### config.mk
export PLATFORM = sky130hd
export DESIGN_NAME = ehc_comparator
export DESIGN_NICKNAME = d
export VERILOG_FILES = /design/src/hdl/ehc_pkg.sv /design/src/hdl/ehc_flow_slot.sv /design/src/hdl/ehc_comparator.sv
export SDC_FILE = /design/constraint.sdc
export NUM_CORES = 1
export LEC_CHECK = 0
export ABC_AREA = 0
export ABC_CLOCK_PERIOD_IN_PS = 11800
export BUFFER_PORTS_ARGS = -buffer_cell sky130_fd_sc_hd__buf_2
export CAP_MARGIN = 20
export CORE_MARGIN = 2
export CORE_UTILIZATION = 55
export CTS_CLUSTER_DIAMETER = 60
export DETAILED_ROUTE_END_ITERATION = 6
export PLACE_DENSITY = 0.71
export SLEW_MARGIN = 5
export SYNTH_ARGS = -nofsm -noshare
export SYNTH_HDL_FRONTEND = slang
export SYNTH_SLANG_ARGS = --single-unit
### constraint.sdc
create_clock -name clk -period 11.8 [get_ports clk]
set_clock_uncertainty 0.2 [all_clocks]
set_input_delay 2.36 -clock clk [delete_from_list [all_inputs] [get_ports clk]]
set_output_delay 2.36 -clock clk [all_outputs]
set_load 0.1 [all_outputs]
### src/hdl/ehc_pkg.sv
// ehc_pkg: constants shared by the header comparator and its flow slots
// assumes a single 40 mhz clock domain and a 32-bit apb register bus
package ehc_pkg;
    // ********************
    // clock and timing
    // ********************
    localparam int CLK_MHZ = 40;
    localparam int RESULT_LATENCY = 2; // edges from last captured byte to result
    // ********************
    // register byte offsets (apb)
    // ********************
    localparam logic [7:0] OFS_CTRL = 8'h00;
    localparam logic [7:0] OFS_TPID = 8'h04;
    localparam logic [7:0] OFS_TYPE = 8'h08;
    localparam logic [7:0] OFS_FLOW = 8'h0c;
    localparam logic [7:0] OFS_STATUS = 8'h10;
    // ********************
    // control register field positions
    // ********************
    localparam int CTRL_NEXT_LSB = 0;
    localparam int CTRL_SIG_LSB = 8;
    localparam int CTRL_BB_BIT = 16;
    localparam int CTRL_TCE_BIT = 17;
    localparam int CTRL_MODE_BIT = 18;
    localparam int TYPE_MASK_LSB = 16;
    localparam int FLOW_TAGS_LSB = 8;
    // ********************
    // reset values
    // ********************
    localparam logic [2:0] RST_NEXT_STAGE = 3'h1;
    localparam logic [4:0] RST_SIG_OFFSET = 5'h00;
    localparam logic [15:0] RST_SERVICE_TPID = 16'h8a88;
    localparam logic [15:0] RST_TYPE_VALUE = 16'h0000;
    localparam logic [15:0] RST_TYPE_MASK = 16'hffff;
    localparam logic [7:0] RST_FLOW_ENABLE = 8'h00;
    localparam logic [15:0] RST_FLOW_TAGS = 16'h0000;
    // ********************
    // header encodings and lengths
    // ********************
    localparam logic [15:0] CUST_TAG_TPID = 16'h8100;
    localparam logic [15:0] ITAG_TPID = 16'h88e7;
    localparam logic [15:0] LENGTH_LIMIT = 16'h0600;
    localparam logic [7:0] LLC_SAP_A = 8'haa;
    localparam logic [7:0] LLC_SAP_B = 8'hab;
    localparam logic [7:0] LLC_CONTROL = 8'h03;
    localparam logic [23:0] OUI_ZERO = 24'h000000;
    localparam logic [23:0] OUI_ALT = 24'h0000f8;
    localparam int HDR_MAX = 36;
    localparam logic [5:0] HDR_MAX_W = 6'h24;
    localparam logic [5:0] ADDR_LEN = 6'h0c;
    localparam logic [5:0] TAG_LEN = 6'h04;
    localparam logic [5:0] ITAG_LEN = 6'h06;
    localparam logic [5:0] TYPE_LEN = 6'h02;
    localparam logic [5:0] LLC_SNAP_LEN = 6'h0a;
    localparam logic [5:0] LLC_OFS = 6'h02;
    localparam logic [5:0] OUI_OFS = 6'h05;
    localparam logic [5:0] SNAP_TYPE_OFS = 6'h08;
    localparam int FLOWS = 8;
endpackage : ehc_pkg

### src/hdl/ehc_flow_slot.sv
// ehc_flow_slot: one flow of the comparator's flow check
// assumes tag count comes from the parent's registered parse result
`timescale 1ns/1ps
module ehc_flow_slot (
    input wire logic enable,
    input wire logic [1:0] want_tags,
    input wire logic [1:0] seen_tags,
    output logic hit
);
    import ehc_pkg::*;
    // a disabled slot never hits, so unused flows cost nothing
    assign hit = enable && (want_tags == seen_tags);
endmodule : ehc_flow_slot

### src/hdl/ehc_comparator.sv
// ehc_comparator: ethernet/llc/snap header comparator stage of an analyzer engine
// assumes header bytes arrive at most one per clock, qualified by hdr_valid, from the engine controller, byte 0 first,
// and an apb master on the same 40 mhz clock.
//
// What this block does
// - each engine holds two such stages; the first stage is always one
// - second stage may sit anywhere in the chain via configuration
// - accepts ethertype and length+llc+snap forms, each with 0-2 vlan tags
// - type ii tags recognised as s-tag (programmable, 0x8a88) or c-tag 0x8100
// - llc valid when both saps are 0xaa or 0xab and control is 0x03
// - snap follows llc: 3-octet oui then 2-octet ethertype
// - snap oui compared only against fixed zero or 0xf8
// - snap ethertype equal to a vlan id means a vlan tag follows
// - longest header two tags plus llc plus snap gives correct next offset
// - backbone frames use both stages back to back, first takes outer header
// - outer backbone header is type ii with 0 or 1 tag then i-tag
// - one shared next-protocol register set checks the next protocol
// - separate flow check matches when any configured flow matches
// - next-protocol check uses the last ethertype, earlier tag ids skipped
// - examined fields checked by pattern and mask, each with an offset; here only the last ethertype is checked, with no offset
// - 3-bit field names the next comparator
// - 5-bit field gives start of the frame signature field
// - one 16-bit tpid value recognises s-tags, b-tags and other non c/i tags
// - backbone enable exists only in the first stage, off in the second
// - type check enable acts only on type ii frames
// - enabled type ii ethertype compared with programmed value, mismatch fails
// - mask bit one compares, mask bit zero is a wildcard
// - no valid match signals no-modify so the time stamp is dropped
// - type below 0x0600 is a length needing llc and snap, else ethertype
//
// Design decisions made here: the APB register port and the register offsets.
`timescale 1ns/1ps
module ehc_comparator #(
    parameter bit IS_FIRST = 1'b1
) (
    input wire logic clk,
    input wire logic reset,
    // apb slave
    input wire logic psel,
    input wire logic penable,
    input wire logic pwrite,
    input wire logic [7:0] paddr,
    input wire logic [31:0] pwdata,
    output logic [31:0] prdata,
    output logic pready,
    output logic pslverr,
    // header byte stream from the engine controller
    input wire logic hdr_valid,
    input wire logic hdr_first,
    input wire logic hdr_last,
    input wire logic [7:0] hdr_byte,
    // result to the engine controller
    output logic res_valid,
    output logic res_match,
    output logic res_flow_match,
    output logic [5:0] res_offset,
    output logic [2:0] res_next_stage,
    output logic [4:0] res_sig_offset,
    output logic no_modify_indication
);
    import ehc_pkg::*;

    // ************************************************************
    // configuration registers
    // ************************************************************
    logic [2:0] next_stage_pointer;
    logic [4:0] signature_field_offset;
    logic [15:0] service_tag_protocol_id;
    logic backbone_bridging_enable;
    logic type_check_enable;
    logic ethertype_mode;
    logic [15:0] type_check_value;
    logic [15:0] type_check_mask;
    logic [7:0] flow_enable;
    logic [15:0] flow_tags;
    logic [31:0] status_word;

    logic wr_take;
    logic setup;
    logic addr_ok;
    logic [31:0] rd_word;

    assign setup = psel && !penable;
    assign wr_take = psel && penable && pready && pwrite;
    assign addr_ok = (paddr == OFS_CTRL) || (paddr == OFS_TPID) || (paddr == OFS_TYPE)
        || (paddr == OFS_FLOW) || (paddr == OFS_STATUS);

    // one shared set for every flow of this stage
    always_ff @(posedge clk or posedge reset) begin
        if (reset) begin
            next_stage_pointer <= RST_NEXT_STAGE;
            signature_field_offset <= RST_SIG_OFFSET;
            backbone_bridging_enable <= 1'b0;
            type_check_enable <= 1'b0;
            ethertype_mode <= 1'b0;
            service_tag_protocol_id <= RST_SERVICE_TPID;
            type_check_value <= RST_TYPE_VALUE;
            type_check_mask <= RST_TYPE_MASK;
            flow_enable <= RST_FLOW_ENABLE;
            flow_tags <= RST_FLOW_TAGS;
        end else if (wr_take && !pslverr) begin
            case (paddr)
                OFS_CTRL: begin
                    next_stage_pointer <= pwdata[CTRL_NEXT_LSB +: 3];
                    signature_field_offset <= pwdata[CTRL_SIG_LSB +: 5];
                    // second stage has no backbone parsing, the bit stays zero
                    backbone_bridging_enable <= IS_FIRST && pwdata[CTRL_BB_BIT];
                    type_check_enable <= pwdata[CTRL_TCE_BIT];
                    ethertype_mode <= pwdata[CTRL_MODE_BIT];
                end
                OFS_TPID: begin
                    service_tag_protocol_id <= pwdata[15:0];
                end
                OFS_TYPE: begin
                    type_check_value <= pwdata[15:0];
                    type_check_mask <= pwdata[TYPE_MASK_LSB +: 16];
                end
                OFS_FLOW: begin
                    flow_enable <= pwdata[7:0];
                    flow_tags <= pwdata[FLOW_TAGS_LSB +: 16];
                end
                default: begin
                end
            endcase
        end
    end

    always_comb begin
        rd_word = 32'h0000_0000;
        case (paddr)
            OFS_CTRL: begin
                rd_word[CTRL_NEXT_LSB +: 3] = next_stage_pointer;
                rd_word[CTRL_SIG_LSB +: 5] = signature_field_offset;
                rd_word[CTRL_BB_BIT] = backbone_bridging_enable;
                rd_word[CTRL_TCE_BIT] = type_check_enable;
                rd_word[CTRL_MODE_BIT] = ethertype_mode;
            end
            OFS_TPID: rd_word[15:0] = service_tag_protocol_id;
            OFS_TYPE: rd_word = {type_check_mask, type_check_value};
            OFS_FLOW: rd_word[23:0] = {flow_tags, flow_enable};
            OFS_STATUS: rd_word = status_word;
            default: rd_word = 32'h0000_0000;
        endcase
    end

    // zero-wait slave: answer prepared in setup so prdata comes from a flop
    always_ff @(posedge clk or posedge reset) begin
        if (reset) begin
            pready <= 1'b0;
            pslverr <= 1'b0;
            prdata <= 32'h0000_0000;
        end else begin
            pready <= setup;
            pslverr <= setup && !addr_ok;
            if (setup) begin
                prdata <= (pwrite || !addr_ok) ? 32'h0000_0000 : rd_word;
            end
        end
    end

    // ************************************************************
    // header capture
    // ************************************************************
    logic [7:0] hbuf [0:HDR_MAX-1];
    logic [5:0] cap_cnt;
    logic [5:0] cap_len;
    logic capturing;
    logic cap_done;
    logic take_byte;

    // byte 0 is the first byte of this protocol
    assign take_byte = hdr_valid && (hdr_first || capturing);

    always_ff @(posedge clk) begin
        if (take_byte) begin
            hbuf[hdr_first ? 6'h00 : cap_cnt] <= hdr_byte;
        end
    end

    always_ff @(posedge clk or posedge reset) begin
        if (reset) begin
            cap_cnt <= 6'h00;
            cap_len <= 6'h00;
            capturing <= 1'b0;
            cap_done <= 1'b0;
        end else begin
            cap_done <= 1'b0;
            if (take_byte) begin
                if (hdr_first) begin
                    cap_cnt <= 6'h01;
                end else begin
                    cap_cnt <= cap_cnt + 6'h01;
                end
                if (hdr_last || (!hdr_first && cap_cnt == HDR_MAX_W - 6'h01)) begin
                    capturing <= 1'b0;
                    cap_done <= 1'b1;
                    cap_len <= hdr_first ? 6'h01 : cap_cnt + 6'h01;
                end else begin
                    capturing <= 1'b1;
                end
            end
        end
    end

    // ************************************************************
    // header parse
    // ************************************************************
    function automatic logic [15:0] be16(input logic [5:0] idx);
        be16 = {hbuf[idx], hbuf[idx + 6'h01]};
    endfunction

    function automatic logic is_tag(input logic [15:0] tpid, input logic [15:0] stpid);
        is_tag = (tpid == CUST_TAG_TPID) || (tpid == stpid);
    endfunction

    logic [5:0] pos;
    logic [1:0] tags;
    logic [15:0] last_type;
    logic [15:0] snap_type;
    logic form_ok;
    logic type2;
    logic llc_seen;
    logic snap_seen;
    logic pbb_seen;

    always_comb begin
        pos = ADDR_LEN;
        tags = 2'h0;
        last_type = 16'h0000;
        snap_type = 16'h0000;
        form_ok = 1'b1;
        type2 = 1'b0;
        llc_seen = 1'b0;
        snap_seen = 1'b0;
        pbb_seen = 1'b0;
        if (IS_FIRST && backbone_bridging_enable) begin
            // outer header: optional b-tag, then mandatory i-tag
            if (be16(pos) == service_tag_protocol_id) begin
                pos = pos + TAG_LEN;
                tags = 2'h1;
            end
            if (be16(pos) == ITAG_TPID) begin
                last_type = ITAG_TPID;
                pos = pos + ITAG_LEN;
                pbb_seen = 1'b1;
            end else begin
                form_ok = 1'b0;
            end
        end else begin
            // earlier tag ids are stepped over, only the last type counts
            for (int i = 0; i < 2; i++) begin
                if (tags == 2'(i) && is_tag(be16(pos), service_tag_protocol_id)) begin
                    pos = pos + TAG_LEN;
                    tags = tags + 2'h1;
                end
            end
            last_type = be16(pos);
            if (last_type < LENGTH_LIMIT) begin
                form_ok = ethertype_mode;
                llc_seen = ((hbuf[pos + LLC_OFS] == LLC_SAP_A)
                    || (hbuf[pos + LLC_OFS] == LLC_SAP_B))
                    && ((hbuf[pos + LLC_OFS + 6'h01] == LLC_SAP_A)
                    || (hbuf[pos + LLC_OFS + 6'h01] == LLC_SAP_B))
                    && (hbuf[pos + LLC_OFS + 6'h02] == LLC_CONTROL);
                snap_seen = llc_seen && (({hbuf[pos + OUI_OFS], hbuf[pos + OUI_OFS + 6'h01],
                    hbuf[pos + OUI_OFS + 6'h02]} == OUI_ZERO)
                    || ({hbuf[pos + OUI_OFS], hbuf[pos + OUI_OFS + 6'h01],
                    hbuf[pos + OUI_OFS + 6'h02]} == OUI_ALT));
                if (!snap_seen) begin
                    form_ok = 1'b0;
                end
                snap_type = be16(pos + SNAP_TYPE_OFS);
                last_type = snap_type;
                pos = pos + LLC_SNAP_LEN;
                if (is_tag(snap_type, service_tag_protocol_id)) begin
                    // tag control word, then the ethertype that ends the header
                    last_type = be16(pos + TYPE_LEN);
                    pos = pos + TAG_LEN;
                end
            end else begin
                type2 = 1'b1;
                pos = pos + TYPE_LEN;
            end
        end
        // a header running past the captured bytes cannot match
        if (pos > cap_len) begin
            form_ok = 1'b0;
        end
    end

    // ************************************************************
    // stage 1: register the parse
    // ************************************************************
    logic s1_valid;
    logic s1_form_ok;
    logic s1_type2;
    logic [5:0] s1_pos;
    logic [1:0] s1_tags;
    logic [15:0] s1_type;
    logic s1_llc;
    logic s1_snap;
    logic s1_pbb;

    always_ff @(posedge clk or posedge reset) begin
        if (reset) begin
            s1_valid <= 1'b0;
            s1_form_ok <= 1'b0;
            s1_type2 <= 1'b0;
            s1_pos <= 6'h00;
            s1_tags <= 2'h0;
            s1_type <= 16'h0000;
            s1_llc <= 1'b0;
            s1_snap <= 1'b0;
            s1_pbb <= 1'b0;
        end else begin
            s1_valid <= cap_done;
            if (cap_done) begin
                s1_form_ok <= form_ok;
                s1_type2 <= type2;
                s1_pos <= pos;
                s1_tags <= tags;
                s1_type <= last_type;
                s1_llc <= llc_seen;
                s1_snap <= snap_seen;
                s1_pbb <= pbb_seen;
            end
        end
    end

    // ************************************************************
    // stage 2: next-protocol and flow checks
    // ************************************************************
    logic type_fail;
    logic [FLOWS-1:0] flow_hit;
    logic flow_any;
    logic proto_ok;

    // mask bit one compares, zero is a wildcard; only type ii frames are checked
    assign type_fail = s1_type2 && type_check_enable
        && (((s1_type ^ type_check_value) & type_check_mask) != 16'h0000);

    genvar g;
    generate
        for (g = 0; g < FLOWS; g++) begin : g_flow
            ehc_flow_slot u_slot (
                .enable(flow_enable[g]),
                .want_tags(flow_tags[2*g +: 2]),
                .seen_tags(s1_tags),
                .hit(flow_hit[g])
            );
        end
    endgenerate

    assign flow_any = |flow_hit;
    assign proto_ok = s1_form_ok && !type_fail;

    always_ff @(posedge clk or posedge reset) begin
        if (reset) begin
            res_valid <= 1'b0;
            res_match <= 1'b0;
            res_flow_match <= 1'b0;
            res_offset <= 6'h00;
            res_next_stage <= RST_NEXT_STAGE;
            res_sig_offset <= RST_SIG_OFFSET;
            no_modify_indication <= 1'b0;
        end else begin
            res_valid <= s1_valid;
            no_modify_indication <= 1'b0;
            if (s1_valid) begin
                res_match <= proto_ok && flow_any;
                res_flow_match <= flow_any;
                res_offset <= s1_pos;
                res_next_stage <= next_stage_pointer;
                res_sig_offset <= signature_field_offset;
                // the time stamp logic drops the stamp on this pulse
                no_modify_indication <= !(proto_ok && flow_any);
            end
        end
    end

    // ************************************************************
    // status capture
    // ************************************************************
    always_ff @(posedge clk or posedge reset) begin
        if (reset) begin
            status_word <= 32'h0000_0000;
        end else if (s1_valid) begin
            status_word <= {s1_type, 3'h0, s1_pbb, s1_snap, s1_llc, s1_tags,
                s1_pos, flow_any, proto_ok && flow_any};
        end
    end
endmodule : ehc_comparator

==> results of run 1 <==
power by group through the flow:
stage,clock network (mW),registers [mW],logic (mW)
2_1_floorplan,0,1.42,0.175
3_5_place_dp,0,1.45,0.225
5_1_grt,1.23,1.44,0.246
3_3_place_gp,0,1.45,0.221
4_1_cts,1.18,1.43,0.226
6_report,1.16,1.43,0.225
cells in the mapped netlist (17+ instances only):
| cell type | number |
|---|---|
| nor2_1 | 97 |
| inv_1 | 51 |
| a21oi_1 | 46 |
| nor4_1 | 27 |
| nor3_1 | 19 |
| nand2_1 | 126 |
| a22o_1 | 17 |
| clkbuf_1 | 56 |
| dfstp_2 | 23 |
| dfrtp_1 | 175 |
| edfxtp_1 | 159 |
| o21ai_0 | 69 |
| xor2_1 | 22 |
| nand4_1 | 21 |
| nand3_1 | 35 |
| a31oi_1 | 22 |
| a22oi_1 | 28 |
| mux2i_1 | 20 |
| mux2_2 | 134 |
| xnor2_1 | 35 |
stage by stage:
stage / area, um2 / cells / util, % / setup WS, ns / hold WS [ns]
2_1_floorplan: 17240 / 1482 / - / 3.881 / 0.1704
5_1_grt: 19260 / 1978 / 62.65 / 4.074 / 0.3006
3_5_place_dp: 18020 / 1907 / 58.59 / 4.697 / 0.2635
4_1_cts: 19260 / 1978 / 62.65 / 4.679 / 0.2759
6_report: 19260 / 1978 / 62.65 / 4.608 / 0.2705
3_3_place_gp: 18020 / 1907 / 58.59 / 4.758 / 0.2541
cells by family after synthesis:
group	after synthesis	synth area share [%]
AND/OR/NAND/NOR	425	12.44
flip-flops	357	56.59
AO/OA/AOI/OAI	336	13.99
multiplexers	157	10.13
buffers and inverters	142	3.425
XOR/XNOR	57	2.895
adder cells (fa/ha/maj)	7	0.5079
other	1	0.02175
registers in the layout (all words and copies together) (netlist names), 8 cells and up:
signal,cells
prdata,32
type_check_mask,16
flow_tags,16
s1_type,16
type_check_value,16
flow_enable,8
status_word,24
service_tag_protocol_id,16
hbuf,159
worst max-delay path, stage by stage, from the launching register on:
cell and delay [ns]:
dfstp_2 0.64, xnor2_1 0.15, nand4_1 0.17, or4_1 0.72, o21ai_4 0.19, buf_4 0.58, nand2_1 0.28, a21bo_1 0.25
buf_4 0.44, mux2_2 0.41, a2111oi_2 0.28, nand4_1 0.19, or4_1 0.71, nand2_4 0.24, mux2i_1 0.26, and3_1 0.19
ha_1 0.24, a21oi_1 0.15, nor2b_1 0.06, o21ai_0 0.14, nand2b_1 0.07, a21oi_1 0.13, o21ai_0 0.10, o31ai_1 0.24
area by class of cell:
cell class / instances / area share [%]
repair buffers: 119 / 3.261
clock buffers: 52 / 5.690
well taps: 396 / 2.572
clock inverters: 19 / 0.7794
flip-flops and latches: 357 / 50.66
inverters: 52 / 1.052
multi-input cells: 983 / 35.98
worst max path at each step:
stage                                     from                  endpoint  slack [ns]
finish              service_tag_protocol_id[3]                s1_form_ok        4.61
global route        service_tag_protocol_id[3]                s1_form_ok        4.07
CTS                 service_tag_protocol_id[3]                s1_form_ok        4.68
detailed placement  service_tag_protocol_id[3]                s1_form_ok        4.70
global placement    service_tag_protocol_id[3]                s1_form_ok        4.76
floorplan                                reset  backbone_bridging_enable        3.88
cell usage in the layout (no fill, tap or decap), types with 35 or more instances in the layout:
master	count
nand2_1	126
xnor2_1	35
edfxtp_1	159
inv_1	50
nor2_1	97
clkbuf_16	40
dfrtp_1	174
mux2_2	134
buf_2	106
o21ai_0	69
nand3_1	35
a21oi_1	45
metal layers:
layer  up-vias  GRT usage [%]  wire length [um]
li1       5761              -                 -
met1      6489          43.93             21830
met2       693          55.15             25940
met3       143          4.878              4204
met4         0          12.49              2274
met5         -              0                 0
==> impl_metrics.py, run 1 <==
metrics = {
    "status": {
        "status": "finished, violations left",
        "violations": "design-rule violations",
    },
    "setup_path": {
        "reg2reg_depth": 23,
        "r2r_setup_slack_ns": 4.61,
        "r2r-end": "s1_form_ok",
        "path_class": "register to register",
        "cp_max_fo": 68,
        "worst_ep_arrival_time_ns": 7.42,
        "r2r-start": "service_tag_protocol_id[3]",
        "crit_path_start_kind": "register",
        "cp.required_ns": 12.02,
        "worstSetupEndpointType": "register",
    },
    "clock_tree": {
        "insertion_delay_ns": 0.53,
        "cts.sinks": 357,
        "ctsHoldBuffers": 0,
        "cts_buffer_depth": 3,
        "cts_made_buffers": 39,
        "cts.repair.resized": 0,
        "cts_tree": "built",
        "root_buffer": "clkbuf_16",
        "postCtsSetupBuffers": 0,
        "clk_pin_slew_worst_paths_ns": 0.06,
        "htree_levels": 2,
    },
    "floorplan": {
        "die_y_um": 181.1,
        "io_pins": 108,
        "die_w_um": 181.1,
        "core-area_um2": 30750,
        "rows": 64,
        "dieArea_um2": 32780,
        "initial_utilization_pct": 56.08,
    },
    "synthesis": {
        "syn_avg_cell_area_um2": 11.64,
        "synth.top_cell.area_share_pct": 27.69,
        "synthCells": 1482,
        "ys_ff_latch": 357,
        "synth_cell_types": 91,
        "synth.area.top_cells": "edfxtp_1 28%, dfrtp_1 25%, mux2_2 8.8%",
        "syn-cell-area_um2": 17240,
        "yosysWarningCount": 0,
        "synth_area_leader_cell": "edfxtp_1",
        "dominantRegCellSynth": "dfrtp_1",
        "ys_async_sr_fraction_pct": 55.46,
        "synth.net_count": 1545,
        "synth_edf_count": 159,
        "seq_area_frac_synth_pct": 56.59,
    },
    "pwr": {
        "power.switching_mw": 0.7004,
        "clkPwrFrac_pct": 41.3,
        "switching_share_pct": 24.84,
        "p_per_area_nw_per_um2": 146.4,
        "cellInternalPower_mw": 2.119,
        "ir_drop_mv": 0.1246,
        "power_frac_seq_pct": 50.7,
        "total_power_mw": 2.820,
        "p_leak_nw": 7.658,
        "power_frac_comb_pct": 8.0,
    },
    "timing": {
        "rsz0062_at_grt": "false",
        "slew_headroom_pct": 27.64,
        "tns_ns": 0,
        "max_freq_mhz": 139.0,
        "hold_viol_final": 0,
        "worstMarginPinSlew_ns": 1.081,
        "finalSetupViolations": 0,
        "post-route-period-util_pct": 60.95,
        "slew_violations": 0,
        "min_period_ns": 7.192,
    },
    "final_layout": {
        "drive_above_1_share_pct": 22.69,
        "fill_cells": 2437,
        "multi_input_area_um2": 6932,
        "area_growth_pct": 11.71,
        "nets": 1615,
        "diodes": 0,
        "seq_area_um2": 9759,
    },
    "route": {
        "drcViolationCount": 10,
        "postRouteWirelength_um": 54250,
        "wl_per_cell_um": 27.43,
        "avgViaCountPerCell": 6.616,
        "drt_iter0_markers": 1729,
        "via_count": 13090,
        "final_antenna_net_count": 0,
        "dr.pass1.iters": 7,
    },
    "global_route": {
        "track_usage_pct": 32.98,
        "grt_max_degree": 129,
        "grt_overflow": 0,
        "antenna_found_initial": 0,
        "grt_pass1_wl_um": 80930,
        "grt_pass1_vias": 12530,
    },
    "min_path": {
        "holdPathStages": 2,
        "min_from": "prdata[28]",
        "hold_path_class": "register to register",
        "holdPathEnd": "prdata[28]",
    },
    "placement": {
        "portBuffers": 106,
        "place_congestion": 1.060,
        "hpwl_um": 39400,
    },
    "job": {
        "cap_viol_max_count": 0,
    },
}
Power figures use the tool's default switching activity.
==> run 2: changes to the inputs <==
Settings changed: ABC_CLOCK_PERIOD_IN_PS 11800 to 6000, CORE_UTILIZATION 55 to 54, PLACE_DENSITY 0.71 to 0.73.
Clock period 11.8 ns to 6 ns, I/O delays scaled along.
==> impl_metrics.py, run 2 (synthesis results as in run 1) <==
metrics = {
    "route": {
        "wl_per_cell_um": 27.40,
        "dr.pass1.iters": 6,
        "postRouteWirelength_um": 56090,
        "final_antenna_net_count": 0,
        "avgViaCountPerCell": 6.535,
        "drt_iter0_markers": 1636,
        "drcViolationCount": 0,
        "via_count": 13380,
    },
    "floorplan": {
        "io_pins": 108,
        "die_w_um": 182.7,
        "core-area_um2": 31470,
        "die_y_um": 182.7,
        "dieArea_um2": 33380,
        "initial_utilization_pct": 54.79,
        "rows": 65,
    },
    "setup_path": {
        "slowest_delay_ns": 0.56,
        "worstSetupEndpointType": "register",
        "crit_family": "simple AND/OR/NAND/NOR gates",
        "cp_slowest_cell": "or4_4",
        "path_class": "register to register",
        "crit_path_start_kind": "register",
        "crit_start": "hbuf[13][6]",
        "cp_num_buf_inv": 2,
        "worst_ep_arrival_time_ns": 5.90,
        "cp.required_ns": 6.23,
        "cp_max_fo": 19,
        "crit_path_cell_trace": "nor2b_1 > or4_4 > or2_4 > o2111ai_2 > a211oi_4 > buf_4 > a21boi_4 > buf_4 > a31oi_1 > o211ai_1 > o2111ai_1 > or4_4 > nand2_4 > mux2i_1 > and3_1 > ha_1 > a21oi_1 > nor2b_1 > o21ai_0 > nand2b_1 > a21oi_1 > o21ai_0 > o31ai_1",
        "r2r-start": "hbuf[13][6]",
    },
    "final_layout": {
        "final_cell_mix": "175 x dfrtp_1, 159 x edfxtp_1, 134 x mux2_2",
        "reg_top3": "hbuf: 159 flops, prdata: 32 flops, status_word: 24 flops",
        "nets": 1681,
        "layout_commonest_cell": "dfrtp_1",
        "diodes": 0,
        "drive_above_1_share_pct": 26.08,
        "final_cell_area_um2": 19850,
        "largest-register": "hbuf",
        "area_growth_pct": 15.13,
        "fin_util_pct": 63.08,
        "largest_register_ffs": 159,
    },
    "timing": {
        "finalSetupViolations": 0,
        "hold_viol_final": 0,
        "slew_headroom_pct": 26.67,
        "slew_violations": 0,
        "post-route-period-util_pct": 94.50,
        "min_period_ns": 5.670,
        "worstMarginPinSlew_ns": 1.100,
        "max_freq_mhz": 176.4,
    },
    "global_route": {
        "grt_pass1_vias": 13140,
        "antenna_found_initial": 0,
        "grt_max_degree": 184,
        "grt_overflow": 0,
        "track_usage_pct": 33.81,
        "grt_pass1_wl_um": 83510,
    },
    "clock_tree": {
        "cts.sinks": 357,
        "htree_levels": 2,
        "cts_made_buffers": 38,
        "cts_tree": "built",
        "ctsHoldBuffers": 0,
        "cts_buffer_depth": 3,
        "insertion_delay_ns": 0.53,
        "clk_pin_slew_worst_paths_ns": 0.06,
        "root_buffer": "clkbuf_16",
    },
    "min_path": {
        "hold_path_class": "register to register",
        "min_from": "prdata[2]",
    },
    "status": {
        "status": "finished, final reports clean",
    },
    "placement": {
        "place_congestion": 1.009,
        "postPlaceCellArea_um2": 18510,
        "portBuffers": 106,
        "hpwl_um": 40700,
    },
    "pwr": {
        "power.switching_mw": 1.376,
        "ir_drop_mv": 0.2270,
        "clkPwrFrac_pct": 40.5,
        "switching_share_pct": 25.05,
        "p_leak_nw": 8.005,
        "cellInternalPower_mw": 4.116,
        "p_per_area_nw_per_um2": 276.6,
        "power_frac_comb_pct": 8.5,
        "power_frac_seq_pct": 51.0,
    },
    "job": {
        "cap_viol_max_count": 0,
    },
}
[run 2: final cells by class]
type                    count  area, um2
repair buffers            186       1199
well taps                 402      503.0
inverters                  52      198.9
flip-flops and latches    357       9758
multi-input cells         983       7025
clock inverters            11      100.1
clock buffers              56       1069
fillers                  2514      11620
[run 2: power groups by stage]
| stage | logic [mW] | registers, mW | clock network [mW] |
|---|---|---|---|
| after floorplan | 0.344 | 2.80 | 0 |
| after global placement | 0.457 | 2.84 | 0 |
| after detailed placement | 0.464 | 2.84 | 0 |
| after CTS | 0.467 | 2.80 | 2.26 |
| after global routing | 0.503 | 2.81 | 2.35 |
| final | 0.467 | 2.80 | 2.22 |
[run 2: worst min-delay path: stages, from the launching register on]
cell     delay [ns]
dfrtp_1        0.34
nand2_1        0.04
o21ai_0        0.06
[run 2: per-stage QoR]
stage	hold WS, ns	power, mW	std cells	TNS, ns	setup slack, ns
after floorplan	0.1704	3.144	1482	0	0.4641
after global placement	0.2572	3.297	1972	0	0.2306
after detailed placement	0.2654	3.309	1972	0	0.1903
after CTS	0.2783	5.521	2039	0	0.1669
after global routing	0.3007	5.669	2047	-0.001556	-0.001556
final	0.2758	5.491	2047	0	0.3300
[run 2: path summary, 6_finish.rpt]
check,end,slack (ns),cells after the start
max in group asynchronous,prdata[27],3.80,3
min,prdata[2],0.28,2
min reg2reg,prdata[2],0.28,2
max,s1_form_ok,0.33,23
min in group asynchronous,cap_len[3],0.46,2
max reg2reg,s1_form_ok,0.33,23
[run 2: what timing repair did]
| item | in CTS | in global routing |
|---|---|---|
| setup buffers | 0 | 7 |
| setup endpoints to repair | 0 | 1 |
| gates resized for setup | 0 | 17 |
[run 2: per-layer routing]
layer / routed length [um] / track usage, % / up-vias
met4: 3370 / 17.97 / 0
met5: 0 / 0 / -
met3: 4028 / 5.428 / 170
met2: 26140 / 54.72 / 706
li1: - / - / 5879
met1: 22560 / 44.08 / 6622
